--- config.mk ---
export PLATFORM = sky130hd
export DESIGN_NAME = dbgtr_top
export DESIGN_NICKNAME = d
export VERILOG_FILES = /design/src/pkg/dbgtr_pkg.sv /design/src/rtl/dbgtr_top.sv
export SDC_FILE = /design/constraint.sdc
export NUM_CORES = 1
export LEC_CHECK = 0
export BUFFER_PORTS_ARGS = -buffer_cell sky130_fd_sc_hd__buf_2
export CORE_MARGIN = 2
export CORE_UTILIZATION = 47
export CTS_CLUSTER_SIZE = 10
export DETAILED_ROUTE_END_ITERATION = 7
export HOLD_SLACK_MARGIN = 0.1
export PLACE_DENSITY_LB_ADDON = 0.05
export REMOVE_ABC_BUFFERS = 1
export SYNTH_ARGS = -nofsm -noshare
export SYNTH_HDL_FRONTEND = slang
export SYNTH_SLANG_ARGS = --single-unit
--- constraint.sdc ---
create_clock -name I_CLOCK -period 3.8 [get_ports I_CLOCK]
set_input_delay 0.57 -clock I_CLOCK [delete_from_list [all_inputs] [get_ports I_CLOCK]]
set_output_delay 0.57 -clock I_CLOCK [all_outputs]
set_load 0.005 [all_outputs]
--- src/pkg/dbgtr_pkg.sv ---
/*
 * shared constants and types of the debug trace and trigger unit:
 * apb register offsets, field positions, reset values, trigger modes,
 * change-of-flow kinds and the packed cpu bus observation record.
 * assumes a 32-bit apb with byte addresses, one register per word.
 */
package dbgtr_pkg;

  // register byte offsets
  localparam logic [7:0] OFS_CTRL = 8'h00;  // debug_control_reg
  localparam logic [7:0] OFS_TRIG = 8'h04;  // trigger_control_reg
  localparam logic [7:0] OFS_STAT = 8'h08;  // debug_status_reg
  localparam logic [7:0] OFS_CMPA = 8'h0c;  // comparator a value
  localparam logic [7:0] OFS_CMPB = 8'h10;  // comparator b value
  localparam logic [7:0] OFS_FIFOH = 8'h14; // fifo_data_high
  localparam logic [7:0] OFS_FIFOL = 8'h18; // fifo_data_low

  // debug_control_reg fields
  localparam int CTRL_MOD_EN = 7;   // module_enable
  localparam int CTRL_RUN = 6;      // run enable, reads run_active_flag
  localparam int CTRL_TAG = 5;      // 1 tag request, 0 force request
  localparam int CTRL_BRK_EN = 4;   // cpu_break_enable
  localparam int CTRL_A_DEN = 3;    // comp_a_dir_check_en
  localparam int CTRL_A_DVAL = 2;   // comp_a_dir_value, 1 = read
  localparam int CTRL_B_DEN = 1;    // comp_b_dir_check_en
  localparam int CTRL_B_DVAL = 0;   // comp_b_dir_value, 1 = read

  // trigger_control_reg fields
  localparam int TRIG_QUAL = 7;     // opcode_qualify_select
  localparam int TRIG_BEGIN = 6;    // 1 begin trace, 0 end trace
  localparam int TRIG_MODE_LO = 0;  // trigger_mode_field low bit

  // debug_status_reg fields
  localparam int STAT_AF = 7;       // comp_a_hit_flag
  localparam int STAT_BF = 6;       // comp_b_hit_flag
  localparam int STAT_ARM = 5;      // run_active_flag
  localparam int STAT_CNT_LO = 0;   // fifo_valid_count low bit

  // reset values
  localparam logic [7:0] CTRL_RST = 8'h00;
  localparam logic [7:0] TRIG_RST = 8'h00;
  localparam logic [15:0] CMP_RST = 16'h0000;

  // fifo geometry and timing
  localparam int FIFO_DEPTH = 8;
  localparam logic [3:0] CNT_FULL = 4'h8;
  localparam logic [1:0] COF_BLANK = 2'h2; // bus cycles blanked after start

  // trigger modes, consecutive codes from zero
  typedef enum logic [3:0] {
    MODE_A_ONLY, MODE_A_OR_B, MODE_A_THEN_B, MODE_FULL_AB, MODE_FULL_ANB,
    MODE_EVT_B, MODE_A_THEN_EVT_B, MODE_INSIDE, MODE_OUTSIDE
  } dbgtr_mode_e;

  // change-of-flow kinds reported by the core
  typedef enum logic [1:0] {
    COF_COND, COF_UNCOND, COF_INDIRECT, COF_RETURN
  } dbgtr_cof_e;

  // run sequencer states
  typedef enum logic [1:0] {
    RUN_IDLE, RUN_WAIT, RUN_STORE, RUN_CIRC
  } dbgtr_run_e;

  // one cpu bus cycle as seen by the unit
  typedef struct packed {
    logic [15:0] addr;      // cpu address
    logic [7:0] rdata;      // read data bus
    logic [7:0] wdata;      // write data bus
    logic rd;               // 1 read, 0 write
    logic valid;            // bus cycle present
    logic opfetch;          // cycle is an opcode fetch
    logic exec;             // opcode starts executing, pulse
    logic [15:0] exec_addr; // address of that opcode
    logic cof_valid;        // change of flow this cycle, pulse
    dbgtr_cof_e cof_kind;   // kind of change of flow
    logic [15:0] cof_src;   // address of the flow opcode
    logic [15:0] cof_dst;   // run-time destination
  } dbgtr_cpu_s;

endpackage : dbgtr_pkg

--- src/rtl/dbgtr_top.sv ---
/*
 * debug trace and trigger unit: two 16-bit comparators, nine trigger
 * modes, an eight entry trace fifo read through high and low data ports,
 * and tag or force break requests to the core.
 * assumes apb3 from software, a core that reports bus cycles, executed
 * opcodes and change-of-flow events synchronously to I_CLOCK, and that
 * acknowledges a force request once its current instruction completes.
 */
`timescale 1ns/1ps

module dbgtr_top
  import dbgtr_pkg::*;
(
  input wire logic I_CLOCK,
  input wire logic I_RESETN,
  input wire logic I_PSEL,
  input wire logic I_PENABLE,
  input wire logic I_PWRITE,
  input wire logic [7:0] I_PADDR,
  input wire logic [31:0] I_PWDATA,
  output logic [31:0] O_PRDATA,
  output logic O_PREADY,
  output logic O_PSLVERR,
  input wire dbgtr_cpu_s I_CPU,
  input wire logic I_ENTER_BACKGROUND_INSTR_ACCESS,
  input wire logic I_BRK_ACK,
  output logic O_BRK_TAG,
  output logic O_BRK_FORCE,
  output logic O_ARMED
);

  // software state
  logic [7:0] ctrl_q;               // control bits
  logic [7:0] trig_q;               // trigger control bits
  logic [15:0] cmp_q [2];           // comparator values a, b
  logic af_q;                       // comp_a_hit_flag
  logic bf_q;                       // comp_b_hit_flag
  logic [3:0] cnt_q;                // fifo_valid_count
  logic [15:0] fifo_q [FIFO_DEPTH]; // entry 0 is the read port
  dbgtr_run_e run_q;                // run sequencer
  logic [1:0] blank_q;              // begin-trace blanking counter
  logic [15:0] fetch_q;             // last opcode fetch address
  logic [31:0] prdata_q;            // read data
  logic slverr_q;                   // unmapped address flag
  logic tag_q;                      // tag break pulse
  logic force_q;                    // force break request

  // bus decode
  logic setup;                      // apb setup phase
  logic acc;                        // apb access phase, one cycle
  logic wr_ctrl;                    // control write
  logic rd_low;                     // low fifo byte read
  logic arm_req;                    // run and module enable written one
  logic stop_req;                   // run or module enable cleared
  dbgtr_mode_e mode;                // decoded trigger mode

  // match network
  logic [1:0] raw;                  // direction qualified address hits
  logic [1:0] pend_q;               // opcode tracking pending
  logic [1:0] exe;                  // tracked opcode executed
  logic [1:0] hit;                  // hits used by the modes
  logic [7:0] data_bus;             // data for comparator b
  logic data_eq;                    // data equals comparator b low
  logic in_rng;                     // inside range
  logic trig;                       // qualified trigger
  logic evt_mode;                   // event-only mode
  logic full_mode;                  // address plus data mode
  logic cof_ok;                     // storable change of flow
  logic [15:0] cof_addr;            // address to store
  logic do_store;                   // write one entry
  logic do_shift;                   // shift the fifo
  logic [15:0] din;                 // entry shifted in
  logic brk;                        // break request cause
  logic stop_shift;                 // early stop realignment

  assign setup = I_PSEL && !I_PENABLE;
  assign acc = I_PSEL && I_PENABLE;
  assign wr_ctrl = acc && I_PWRITE && (I_PADDR == OFS_CTRL);
  assign rd_low = acc && !I_PWRITE && (I_PADDR == OFS_FIFOL);
  assign arm_req = wr_ctrl && I_PWDATA[CTRL_RUN] && I_PWDATA[CTRL_MOD_EN];
  assign stop_req = wr_ctrl && !(I_PWDATA[CTRL_RUN] &&
                    I_PWDATA[CTRL_MOD_EN]);

  // mode decode, unknown codes fall back to a-only
  always_comb begin
    case (trig_q[TRIG_MODE_LO +: 4])
      MODE_A_OR_B: mode = MODE_A_OR_B;
      MODE_A_THEN_B: mode = MODE_A_THEN_B;
      MODE_FULL_AB: mode = MODE_FULL_AB;
      MODE_FULL_ANB: mode = MODE_FULL_ANB;
      MODE_EVT_B: mode = MODE_EVT_B;
      MODE_A_THEN_EVT_B: mode = MODE_A_THEN_EVT_B;
      MODE_INSIDE: mode = MODE_INSIDE;
      MODE_OUTSIDE: mode = MODE_OUTSIDE;
      default: mode = MODE_A_ONLY;
    endcase
  end

  assign evt_mode = (mode == MODE_EVT_B) || (mode == MODE_A_THEN_EVT_B);
  assign full_mode = (mode == MODE_FULL_AB) || (mode == MODE_FULL_ANB);

  // per comparator address match and opcode tracking
  generate
    for (genvar c = 0; c < 2; c++) begin : g_cmp
      logic den; // direction check enable
      logic dval; // direction to match
      assign den = ctrl_q[c == 0 ? CTRL_A_DEN : CTRL_B_DEN];
      assign dval = ctrl_q[c == 0 ? CTRL_A_DVAL : CTRL_B_DVAL];
      // masked during serial link accesses
      assign raw[c] = I_CPU.valid && !I_ENTER_BACKGROUND_INSTR_ACCESS &&
                      (I_CPU.addr == cmp_q[c]) &&
                      (!den || (I_CPU.rd == dval));
      assign exe[c] = pend_q[c] && I_CPU.exec &&
                      (I_CPU.exec_addr == cmp_q[c]);
      // tracker armed by a matching fetch, fires on execution
      always_ff @(posedge I_CLOCK or negedge I_RESETN) begin
        if (!I_RESETN) begin
          pend_q[c] <= 1'b0;
        end else if (raw[c] && I_CPU.opfetch) begin
          pend_q[c] <= 1'b1;
        end else if (exe[c]) begin
          pend_q[c] <= 1'b0;
        end
      end
      assign hit[c] = trig_q[TRIG_QUAL] ? exe[c] : raw[c];
    end
  endgenerate

  // data compare bus choice
  assign data_bus = (ctrl_q[CTRL_A_DEN] && !ctrl_q[CTRL_A_DVAL]) ?
                    I_CPU.wdata : I_CPU.rdata;
  assign data_eq = (data_bus == cmp_q[1][7:0]);
  assign in_rng = (I_CPU.addr >= cmp_q[0]) && (I_CPU.addr <= cmp_q[1]);

  // trigger per mode
  always_comb begin
    case (mode)
      MODE_A_OR_B: trig = hit[0] || hit[1];
      MODE_A_THEN_B: trig = hit[1] && af_q;
      MODE_FULL_AB: trig = hit[0] && data_eq;
      MODE_FULL_ANB: trig = hit[0] && !data_eq;
      MODE_EVT_B: trig = hit[1];
      MODE_A_THEN_EVT_B: trig = hit[1] && af_q;
      MODE_INSIDE: begin
        trig = I_CPU.valid && !I_ENTER_BACKGROUND_INSTR_ACCESS && in_rng;
      end
      MODE_OUTSIDE: begin
        trig = I_CPU.valid && !I_ENTER_BACKGROUND_INSTR_ACCESS && !in_rng;
      end
      default: trig = hit[0];
    endcase
  end

  // change-of-flow address choice
  assign cof_ok = I_CPU.cof_valid && (I_CPU.cof_kind != COF_UNCOND);
  assign cof_addr = (I_CPU.cof_kind == COF_COND) ?
                    I_CPU.cof_src : I_CPU.cof_dst;

  // what enters the fifo this cycle
  always_comb begin
    do_store = 1'b0;
    din = 16'h0000;
    case (run_q)
      RUN_STORE: begin
        if (evt_mode) begin
          do_store = trig;
          din = {8'h00, data_bus};
        end else begin
          do_store = cof_ok && (blank_q == 2'h0);
          din = cof_addr;
        end
      end
      RUN_CIRC: begin
        do_store = cof_ok;
        din = cof_addr;
      end
      default: begin
        // profiling when unarmed, zero fill otherwise
        din = (run_q == RUN_IDLE) ? fetch_q : 16'h0000;
      end
    endcase
  end

  assign stop_shift = stop_req && (run_q != RUN_IDLE) &&
                      (cnt_q != CNT_FULL);
  assign do_shift = do_store || rd_low || stop_shift;

  // trace fifo, shifts toward entry 0
  generate
    for (genvar i = 0; i < FIFO_DEPTH; i++) begin : g_fifo
      always_ff @(posedge I_CLOCK or negedge I_RESETN) begin
        if (!I_RESETN) begin
          fifo_q[i] <= 16'h0000;
        end else if (do_shift) begin
          if (i == FIFO_DEPTH - 1) begin
            fifo_q[i] <= stop_shift ? 16'h0000 : din;
          end else begin
            fifo_q[i] <= fifo_q[(i + 1) % FIFO_DEPTH];
          end
        end
      end
    end
  endgenerate

  // last opcode fetch address for profiling
  always_ff @(posedge I_CLOCK or negedge I_RESETN) begin
    if (!I_RESETN) begin
      fetch_q <= 16'h0000;
    end else if (I_CPU.valid && I_CPU.opfetch) begin
      fetch_q <= I_CPU.addr;
    end
  end

  // run sequencer
  always_ff @(posedge I_CLOCK or negedge I_RESETN) begin
    if (!I_RESETN) begin
      run_q <= RUN_IDLE;
      blank_q <= 2'h0;
    end else if (stop_req) begin
      run_q <= RUN_IDLE;
    end else if (arm_req) begin
      if (evt_mode) begin
        run_q <= RUN_STORE;
      end else if (trig_q[TRIG_BEGIN]) begin
        run_q <= RUN_WAIT;
      end else begin
        run_q <= RUN_CIRC;
      end
    end else if (!ctrl_q[CTRL_MOD_EN]) begin
      // module off; checked after arming, whose write sets the enable
      run_q <= RUN_IDLE;
    end else begin
      case (run_q)
        RUN_WAIT: begin
          if (trig) begin
            run_q <= RUN_STORE;
            blank_q <= COF_BLANK;
          end
        end
        RUN_STORE: begin
          if (blank_q != 2'h0) begin
            blank_q <= blank_q - 2'h1;
          end
          if (do_store && (cnt_q == CNT_FULL - 4'h1)) begin
            run_q <= RUN_IDLE;
          end
        end
        RUN_CIRC: begin
          if (trig) begin
            run_q <= RUN_IDLE;
          end
        end
        default: begin
          run_q <= RUN_IDLE;
        end
      endcase
    end
  end

  // hit flags and valid count, a flag set beats the arming clear, the count clear beats a store
  always_ff @(posedge I_CLOCK or negedge I_RESETN) begin
    if (!I_RESETN) begin
      af_q <= 1'b0;
      bf_q <= 1'b0;
      cnt_q <= 4'h0;
    end else begin
      af_q <= (af_q && !arm_req) ||
              (hit[0] && run_q != RUN_IDLE);
      bf_q <= (bf_q && !arm_req) ||
              (hit[1] && run_q != RUN_IDLE);
      if (arm_req) begin
        cnt_q <= 4'h0;
      end else if (do_store && cnt_q != CNT_FULL) begin
        cnt_q <= cnt_q + 4'h1;
      end
    end
  end

  // control and comparator registers
  always_ff @(posedge I_CLOCK or negedge I_RESETN) begin
    if (!I_RESETN) begin
      ctrl_q <= CTRL_RST;
      trig_q <= TRIG_RST;
      cmp_q[0] <= CMP_RST;
      cmp_q[1] <= CMP_RST;
    end else if (acc && I_PWRITE) begin
      if (I_PADDR == OFS_CTRL) begin
        ctrl_q <= I_PWDATA[7:0];
      end else if (I_PADDR == OFS_TRIG) begin
        trig_q <= I_PWDATA[7:0];
      end else if (I_PADDR == OFS_CMPA) begin
        cmp_q[0] <= I_PWDATA[15:0];
      end else if (I_PADDR == OFS_CMPB) begin
        cmp_q[1] <= I_PWDATA[15:0];
      end
    end
  end

  // read data captured in the setup phase
  always_ff @(posedge I_CLOCK or negedge I_RESETN) begin
    if (!I_RESETN) begin
      prdata_q <= 32'h0000_0000;
      slverr_q <= 1'b0;
    end else if (setup) begin
      slverr_q <= 1'b0;
      prdata_q <= 32'h0000_0000;
      if (I_PADDR == OFS_CTRL) begin
        prdata_q[7:0] <= {ctrl_q[7], run_q != RUN_IDLE, ctrl_q[5:0]};
      end else if (I_PADDR == OFS_TRIG) begin
        prdata_q[7:0] <= trig_q;
      end else if (I_PADDR == OFS_STAT) begin
        prdata_q[STAT_AF] <= af_q;
        prdata_q[STAT_BF] <= bf_q;
        prdata_q[STAT_ARM] <= (run_q != RUN_IDLE);
        prdata_q[STAT_CNT_LO +: 4] <= cnt_q;
      end else if (I_PADDR == OFS_CMPA) begin
        prdata_q[15:0] <= cmp_q[0];
      end else if (I_PADDR == OFS_CMPB) begin
        prdata_q[15:0] <= cmp_q[1];
      end else if (I_PADDR == OFS_FIFOH) begin
        prdata_q[7:0] <= fifo_q[0][15:8];
      end else if (I_PADDR == OFS_FIFOL) begin
        prdata_q[7:0] <= fifo_q[0][7:0];
      end else begin
        slverr_q <= 1'b1;
      end
    end
  end

  // break request cause
  assign brk = ctrl_q[CTRL_MOD_EN] && ctrl_q[CTRL_BRK_EN] &&
               (run_q != RUN_IDLE) &&
               ((full_mode && ctrl_q[CTRL_TAG]) ? hit[0] : trig);

  // tag pulse and held force request
  always_ff @(posedge I_CLOCK or negedge I_RESETN) begin
    if (!I_RESETN) begin
      tag_q <= 1'b0;
      force_q <= 1'b0;
    end else begin
      tag_q <= brk && ctrl_q[CTRL_TAG];
      force_q <= (brk && !ctrl_q[CTRL_TAG]) ||
                 (force_q && !I_BRK_ACK);
    end
  end

  assign O_PRDATA = prdata_q;
  assign O_PREADY = 1'b1;
  assign O_PSLVERR = slverr_q && acc;
  assign O_BRK_TAG = tag_q;
  assign O_BRK_FORCE = force_q;
  assign O_ARMED = (run_q != RUN_IDLE);

  // arming from idle clears count and raises the flag
  arm_clear_a: assert property (@(posedge I_CLOCK) disable iff (!I_RESETN)
    arm_req && run_q == RUN_IDLE |=> O_ARMED && cnt_q == 4'h0)
    else $error("arming did not clear count");

  // a low byte read moves entry 1 to the port
  fifo_shift_a: assert property (@(posedge I_CLOCK) disable iff (!I_RESETN)
    rd_low && !stop_shift |=> fifo_q[0] == $past(fifo_q[1]))
    else $error("low read did not shift");

  // event data has an empty high byte
  evt_high_a: assert property (@(posedge I_CLOCK) disable iff (!I_RESETN)
    do_store && evt_mode |=> fifo_q[7][15:8] == 8'h00)
    else $error("event entry high byte not zero");

  // start trigger and two following cycles store nothing
  begin_blank_a: assert property (@(posedge I_CLOCK) disable iff (!I_RESETN)
    run_q == RUN_WAIT && trig && !arm_req && !stop_req
    && ctrl_q[CTRL_MOD_EN] |-> !do_store ##1 !do_store ##1 !do_store)
    else $error("stored inside blanking");

  // end trigger on a flow change stores it
  end_last_a: assert property (@(posedge I_CLOCK) disable iff (!I_RESETN)
    run_q == RUN_CIRC && trig && cof_ok |-> do_store ##1 !O_ARMED)
    else $error("end trigger flow change lost");

  // unarmed low read pushes the last fetch
  profile_push_a: assert property (@(posedge I_CLOCK) disable iff (!I_RESETN)
    rd_low && !O_ARMED |=> fifo_q[7] == $past(fetch_q))
    else $error("profile address not pushed");

  // conditional branch stores its source
  cond_src_a: assert property (@(posedge I_CLOCK) disable iff (!I_RESETN)
    do_store && !evt_mode && I_CPU.cof_kind == COF_COND
    |=> fifo_q[7] == $past(I_CPU.cof_src))
    else $error("wrong branch address stored");

  // force request held until acknowledged
  force_hold_a: assert property (@(posedge I_CLOCK) disable iff (!I_RESETN)
    O_BRK_FORCE && !I_BRK_ACK |=> O_BRK_FORCE)
    else $error("force request dropped");

  // serial link cycles never match
  link_mask_a: assert property (@(posedge I_CLOCK) disable iff (!I_RESETN)
    I_ENTER_BACKGROUND_INSTR_ACCESS |-> raw == 2'b00)
    else $error("comparator matched during link access");

  // early stop inserts one empty entry
  stop_realign_a: assert property (@(posedge I_CLOCK) disable iff (!I_RESETN)
    stop_shift |=> fifo_q[7] == 16'h0000 && !O_ARMED)
    else $error("early stop not realigned");

  // count never passes the depth
  count_cap_a: assert property (@(posedge I_CLOCK) disable iff (!I_RESETN)
    cnt_q <= CNT_FULL)
    else $error("count beyond depth");

endmodule : dbgtr_top

==> Yosys cells after proc, flatten, opt, wreduce, memory -nomap -nowiden <==
Memory sizes are Yosys's and may differ from the RTL's.
Index checks and enable logic that the tools add are counted.
{ "totals": {"regBits": 223, "rom_bits": 64, "in_bits": 134, "output_inout_bits": 37, "word_cells": 201, "memories": 1} }
{ "op_classes": {"n_addsub": 2, "n_lt_le_gt_ge": 2, "n_eq_ne": 32, "n_mux": 49, "bitwise": 5, "n_reduce_logical": 86} }
{ "memory_table": {"columns": ["memory", "depth", "width", "read_ports", "rd_ports_with_merged_regs", "write_ports", "line", "source"], "rows": [
  ["(no name shown)", 16, 4, 1, 0, 0, "dbgtr_top.sv:86", "case (trig_q[TRIG_MODE_LO +: 4])"]
]} }
{ "op_table": {"columns": ["op", "n"], "rows": [
  ["16-bit two-way mux", 5],
  ["8-bit two-way mux", 10],
  ["16-bit == test", 4],
  ["1-bit logical AND", 47],
  ["16-bit case mux with 2 select lines", 1],
  ["8-bit by 5-bit == test with 1-bit output (second input constant)", 3],
  ["4-bit by 3-bit == test with 1-bit output (second input constant)", 5],
  ["2-bit two-way mux", 9],
  ["8-bit by 4-bit == test with 1-bit output (second input constant)", 2],
  ["16-bit greater-or-equal comparator", 1],
  ["16-bit <= comparator", 1],
  ["1-bit two-way mux", 16],
  ["5-bit != test (second input constant)", 3],
  ["1-bit logical NOT", 12],
  ["4-bit two-way mux", 3],
  ["2-bit nonzero test", 6],
  ["1-bit logical OR", 10],
  ["4-bit by 2-bit == test with 1-bit output (second input constant)", 2],
  ["8-bit by 3-bit == test with 1-bit output (second input constant)", 1],
  ["8-bit == test", 1],
  ["8-bit logical NOT", 1],
  ["1-bit case mux with 7 select lines", 1],
  ["2-bit logical NOT", 3],
  ["2-bit case mux with 3 select lines", 1],
  ["other kinds (20)", 28]
]} }

==> Longest topological paths before layout <==
{ "logic_depth": {"depth_word": 15, "ltp_mapped": 15, "depth_no_buf": 11} }

==> Worst setup path after synthesis <==
Ideal clock, no wire load.
{ "synth_timing": {"path_kind": "input to register", "startpoint": "input I_CPU[84] (netlist bit)", "endpoint": "register fifo_q[29] (netlist bit)", "setup_ps": 125, "t_arrival_ps": 3219, "t_required_ps": 3675, "path_slack_ps": 456, "path_stages": 13, "path_buffers": 3, "path_cell_list": "ha_1 > nand4_2 > nor4_4 > or4b_1 > o211a_1 > nor3_1 > o21ai_2 > a21oi_1 > nand2b_1 > buf_2 > buf_6 > buf_6 > mux2_4"} }
{ "synth_via": {"elab_chain_cells": 10, "elab_cells_between_ends": 23, "classes_between": "order compare (2); eq/ne (2); mux (5); reduce/logical (14)"} }
{ "synth_lines": {"columns": ["element", "line", "source"], "rows": [
  ["from (decl)", "dbgtr_top.sv:24", "input wire dbgtr_cpu_s I_CPU,"],
  ["parallel branches: the longest is 5 deep, another holds 16-bit greater-or-equal comparator", null, null],
  ["1-bit case mux with 7 select lines (*)", "dbgtr_top.sv:137", "case (mode)"],
  ["1-bit two-way mux (*)", "dbgtr_top.sv:165", "if (evt_mode) begin"],
  ["1-bit case mux with 2 select lines (*)", "dbgtr_top.sv:163", "case (run_q)"],
  ["1-bit logical OR (*) (2 in series)", "dbgtr_top.sv:186", "assign do_shift = do_store || rd_low || stop_shift;"],
  ["to (signal, indexed assignment)", "dbgtr_top.sv:196", "fifo_q[i] <= stop_shift ? 16'h0000 : din;"],
  ["to (signal, indexed assignment)", "dbgtr_top.sv:198", "fifo_q[i] <= fifo_q[(i + 1) % FIFO_DEPTH];"],
  ["to (decl)", "dbgtr_top.sv:39", "logic [15:0] fifo_q [FIFO_DEPTH];"]
]} }
Every way passes the cells marked *.
A chain may end at the register's enable or synchronous reset.

==> Worst setup path after layout <==
{ "layout_timing": {"startpoint": "register cmp_q[27] (netlist bit)", "endpoint": "register fifo_q[127] (netlist bit)"} }
{ "layout_via": {"elab_chain_cells": 10, "elab_cells_between_ends": 19, "classes_between": "order compare (1); eq/ne (2); mux (4); reduce/logical (12)"} }
{ "layout_lines": {"columns": ["element", "line", "source"], "rows": [
  ["from (decl)", "dbgtr_top.sv:35", "logic [15:0] cmp_q [2];"],
  ["parallel branches: the longest is 5 deep, another holds 16-bit greater-or-equal comparator", null, null],
  ["1-bit case mux with 7 select lines (*)", "dbgtr_top.sv:137", null],
  ["1-bit two-way mux (*)", "dbgtr_top.sv:165", null],
  ["1-bit case mux with 2 select lines (*)", "dbgtr_top.sv:163", null],
  ["1-bit logical OR (*) (2 in series)", "dbgtr_top.sv:186", null]
]} }
Marks and branches as above.

==> flow_summary.yaml <==
run_status:
  status: "completed"
die:
  fp.coreArea_mm2: 0.0240
  die-area_mm2: 0.0255
  fp.dieW_um: 160
  io_pins: 171
  die_y_um: 160
  start_util_pct: 47.5
  rows: 57
sta:
  period_share_pct: 91.4
  drv_slew: 0
  worst_pin_slew_ps: 1000
  relSlewSlack_pct: 33.0
  max_freq_ghz: 0.288
  fin_crit_ps: 3470
  finalSetupViolCount: 0
  rsz0062_at_grt: "false"
  skew_ps: 16.1
  finalHoldViolCount: 0
drt:
  drc: 0
  vias: 8036
  first_pass_iters: 5
  wl_per_cell_um: 19.6
  viasPerCell: 5.40
  wl_um: 29200
  drt-initial-drc-count: 550
  antenna_left: 0
global_routing:
  grt_pass1_vias: 8057
  antenna_found_initial: 8
  met1_usage_pct: 32.4
  grtUsageMet2_pct: 36.7
  grt_max_degree: 101
  grt.overflow.total: 0
  grt_busiest_layer: "met2"
  grt_usage_pct: 23.0
  use_met3_pct: 4.34
  grt_pass1_wl_um: 45900
synth:
  synth_compound_area_share_pct: 8.22
  syn-instance-count: 1006
  synthDistinctLibCells: 58
  synth_seq_cells: 222
  async_flop_share_pct: 100
  yosys.area_share.simple_pct: 9.07
  syn_area_mm2: 0.0114
  synthFlopType: "dfrtp_1"
  synth_fa_ha_area_share_pct: 3.84
  yosys_warnings: 0
  synthMuxAreaShare_pct: 22.0
  synth_edf_count: 0
  synth_top_family_by_area: "multiplexers"
  avgSynthCellArea_um2: 11.3
  ys_seq_area_share_pct: 48.7
  synthXorXnorAreaFrac_pct: 3.53
critical_path:
  path_max_fanout: 35
  r2r_start: "cmp_q[27]$_DFFE_PN0P_"
  critPathBufInv: 2
  cp-end-kind: "register"
  max_stage_delay_ps: 490
  setup.worst_path.start_class: "register"
  slowest_stage: "or4b_1"
  reg2regPathDepth: 12
  rr_endpoint: "fifo_q[127]$_DFFE_PN0P_"
  critPathKind: "reg2reg"
  reg2reg_slack_ps: 330
  path_cells: "inv_1 -> ha_1 -> nand4_2 -> nor4_4 -> or4b_1 -> o211a_1 -> nor3_1 -> o21ai_2 -> a21oi_2 -> nand2b_4 -> buf_12 -> mux2_2"
  worstPathArrival_ps: 3880
  worst-path-stages: 12
  required_ps: 4210
  path_delay_family: "simple AND/OR/NAND/NOR gates"
hold_path:
  hold_class: "in2async"
clock_tree:
  postCtsSetupBuffers: 0
  clk_pin_slew_worst_paths_ps: 50
  cts_sinks: 222
  h-tree-depth: 1
  numCtsBuffers: 26
  root_buffer: "clkbuf_16"
  cts.repair.resized: 0
  cts_hold_buf: 0
  cts_tree: "done"
  clk_latency_ps: 530
  clk_path_buf_depth: 3
power:
  p_total_uw: 5030
  p_leak_uw: 0.00646
  peakVddDrop_uv: 316
  power_density_mw_per_mm2: 379
place:
  hpwl_um: 22000
  numPortBuffers: 137
  place_inst: 1451
  gp_congestion: 0.885
cells_and_area:
  layout_common_cells: "dfrtp_1 (222), mux2_2 (142), buf_2 (136)"
  fillers: 2136
  syn_to_final_growth_pct: 16.3
  nNetsFinal: 1324
  fin_cells: 1487
  layout-drive-gt1-share_pct: 32.8
  mostFrequentLayoutCell: "dfrtp_1"
flow_run:
  max-cap-violations: 0
-- kinds of logic after synthesis --
family / count (synthesis)
adders and majority gates: 35
xor gates and xnor gates: 46
AOI/OAI and AO/OA: 158
DFF: 222
other: 2
muxes: 214
buffers and inverters: 112
and+or+nand+nor: 217
-- area by class of cell --
| type | instances | area (um^2) | share of cell area (%) |
|---|---|---|---|
| Sequential cell | 222 | 5560 | 41.9 |
| Multi-Input combinational cell | 687 | 5410 | 40.8 |
| Timing Repair Buffer | 169 | 986 | 7.43 |
| Clock buffer | 33 | 718 | 5.41 |
| Tap cell | 324 | 405 | 3.06 |
| Inverter | 49 | 184 | 1.39 |
| Antenna cell | 3 | 7.51 | 0.0566 |
-- where the power goes --
part / internal, uW / total, uW / switching (uW)
logic: 162 / 395 / 233
registers: 2400 / 2430 / 29.1
clock network: 1290 / 2200 / 909
-- metal layers --
| layer | routed length [um] | part of all wire [%] | vias to the layer above |
|---|---|---|---|
| li1 | - | - | 3824 |
| met1 | 13300 | 46 | 3930 |
| met2 | 13400 | 46 | 214 |
| met3 | 1540 | 5.3 | 58 |
| met4 | 822 | 2.8 | 10 |
| met5 | 72 | 0.25 | - |
-- through the flow --
stage          setup slack, ps  hold WS [ps]  TNS (ps)  utilization (%)  area [um^2]
2_1_floorplan            -3050           274   -359410                -        11100
3_3_place_gp              77.7           464         0             52.2        12500
3_5_place_dp              45.0           468         0             52.2        12500
4_1_cts                    251           114         0             55.1        13300
5_1_grt                   71.5           126         0             55.2        13300
6_report                   325          66.9         0             55.2        13300
-- how the worst max path moves through the flow --
stage / start / endpoint
final: cmp_q[27]$_DFFE_PN0P_ / fifo_q[127]$_DFFE_PN0P_
after global routing: cmp_q[27]$_DFFE_PN0P_ / fifo_q[127]$_DFFE_PN0P_
after CTS: cmp_q[27]$_DFFE_PN0P_ / fifo_q[127]$_DFFE_PN0P_
after detailed placement: I_CPU[80] / fifo_q[127]$_DFFE_PN0P_
after global placement: I_CPU[82] / fifo_q[47]$_DFFE_PN0P_
after floorplan: I_CPU[84] / fifo_q[100]$_DFFE_PN0P_
-- synthesized netlist by cell type, drive strengths merged, types with 9 or more instances --
master,instances,area share (%)
o21ai,68,3.0
nor3,22,0.97
mux2,162,17
nand2,109,3.6
nor4,9,0.63
mux2i,45,3.9
a21oi,37,1.6
xor2,33,2.5
o22ai,11,0.60
inv,49,1.6
nand4,10,0.66
dfrtp,222,49
nand3,13,0.57
nor2,22,0.72
clkbuf,28,0.92
ha,35,3.8
xnor2,13,1.0
buf,35,2.0
-- state kept, by name, summed over array words and instances (netlist names), 2 cells and up --
name	count
trig_q	8
pend_q	2
run_q	2
cmp_q	32
fifo_q	128
fetch_q	16
ctrl_q	7
cnt_q	4
blank_q	2
O_PRDATA	16
(Power assumes the default switching activity.)
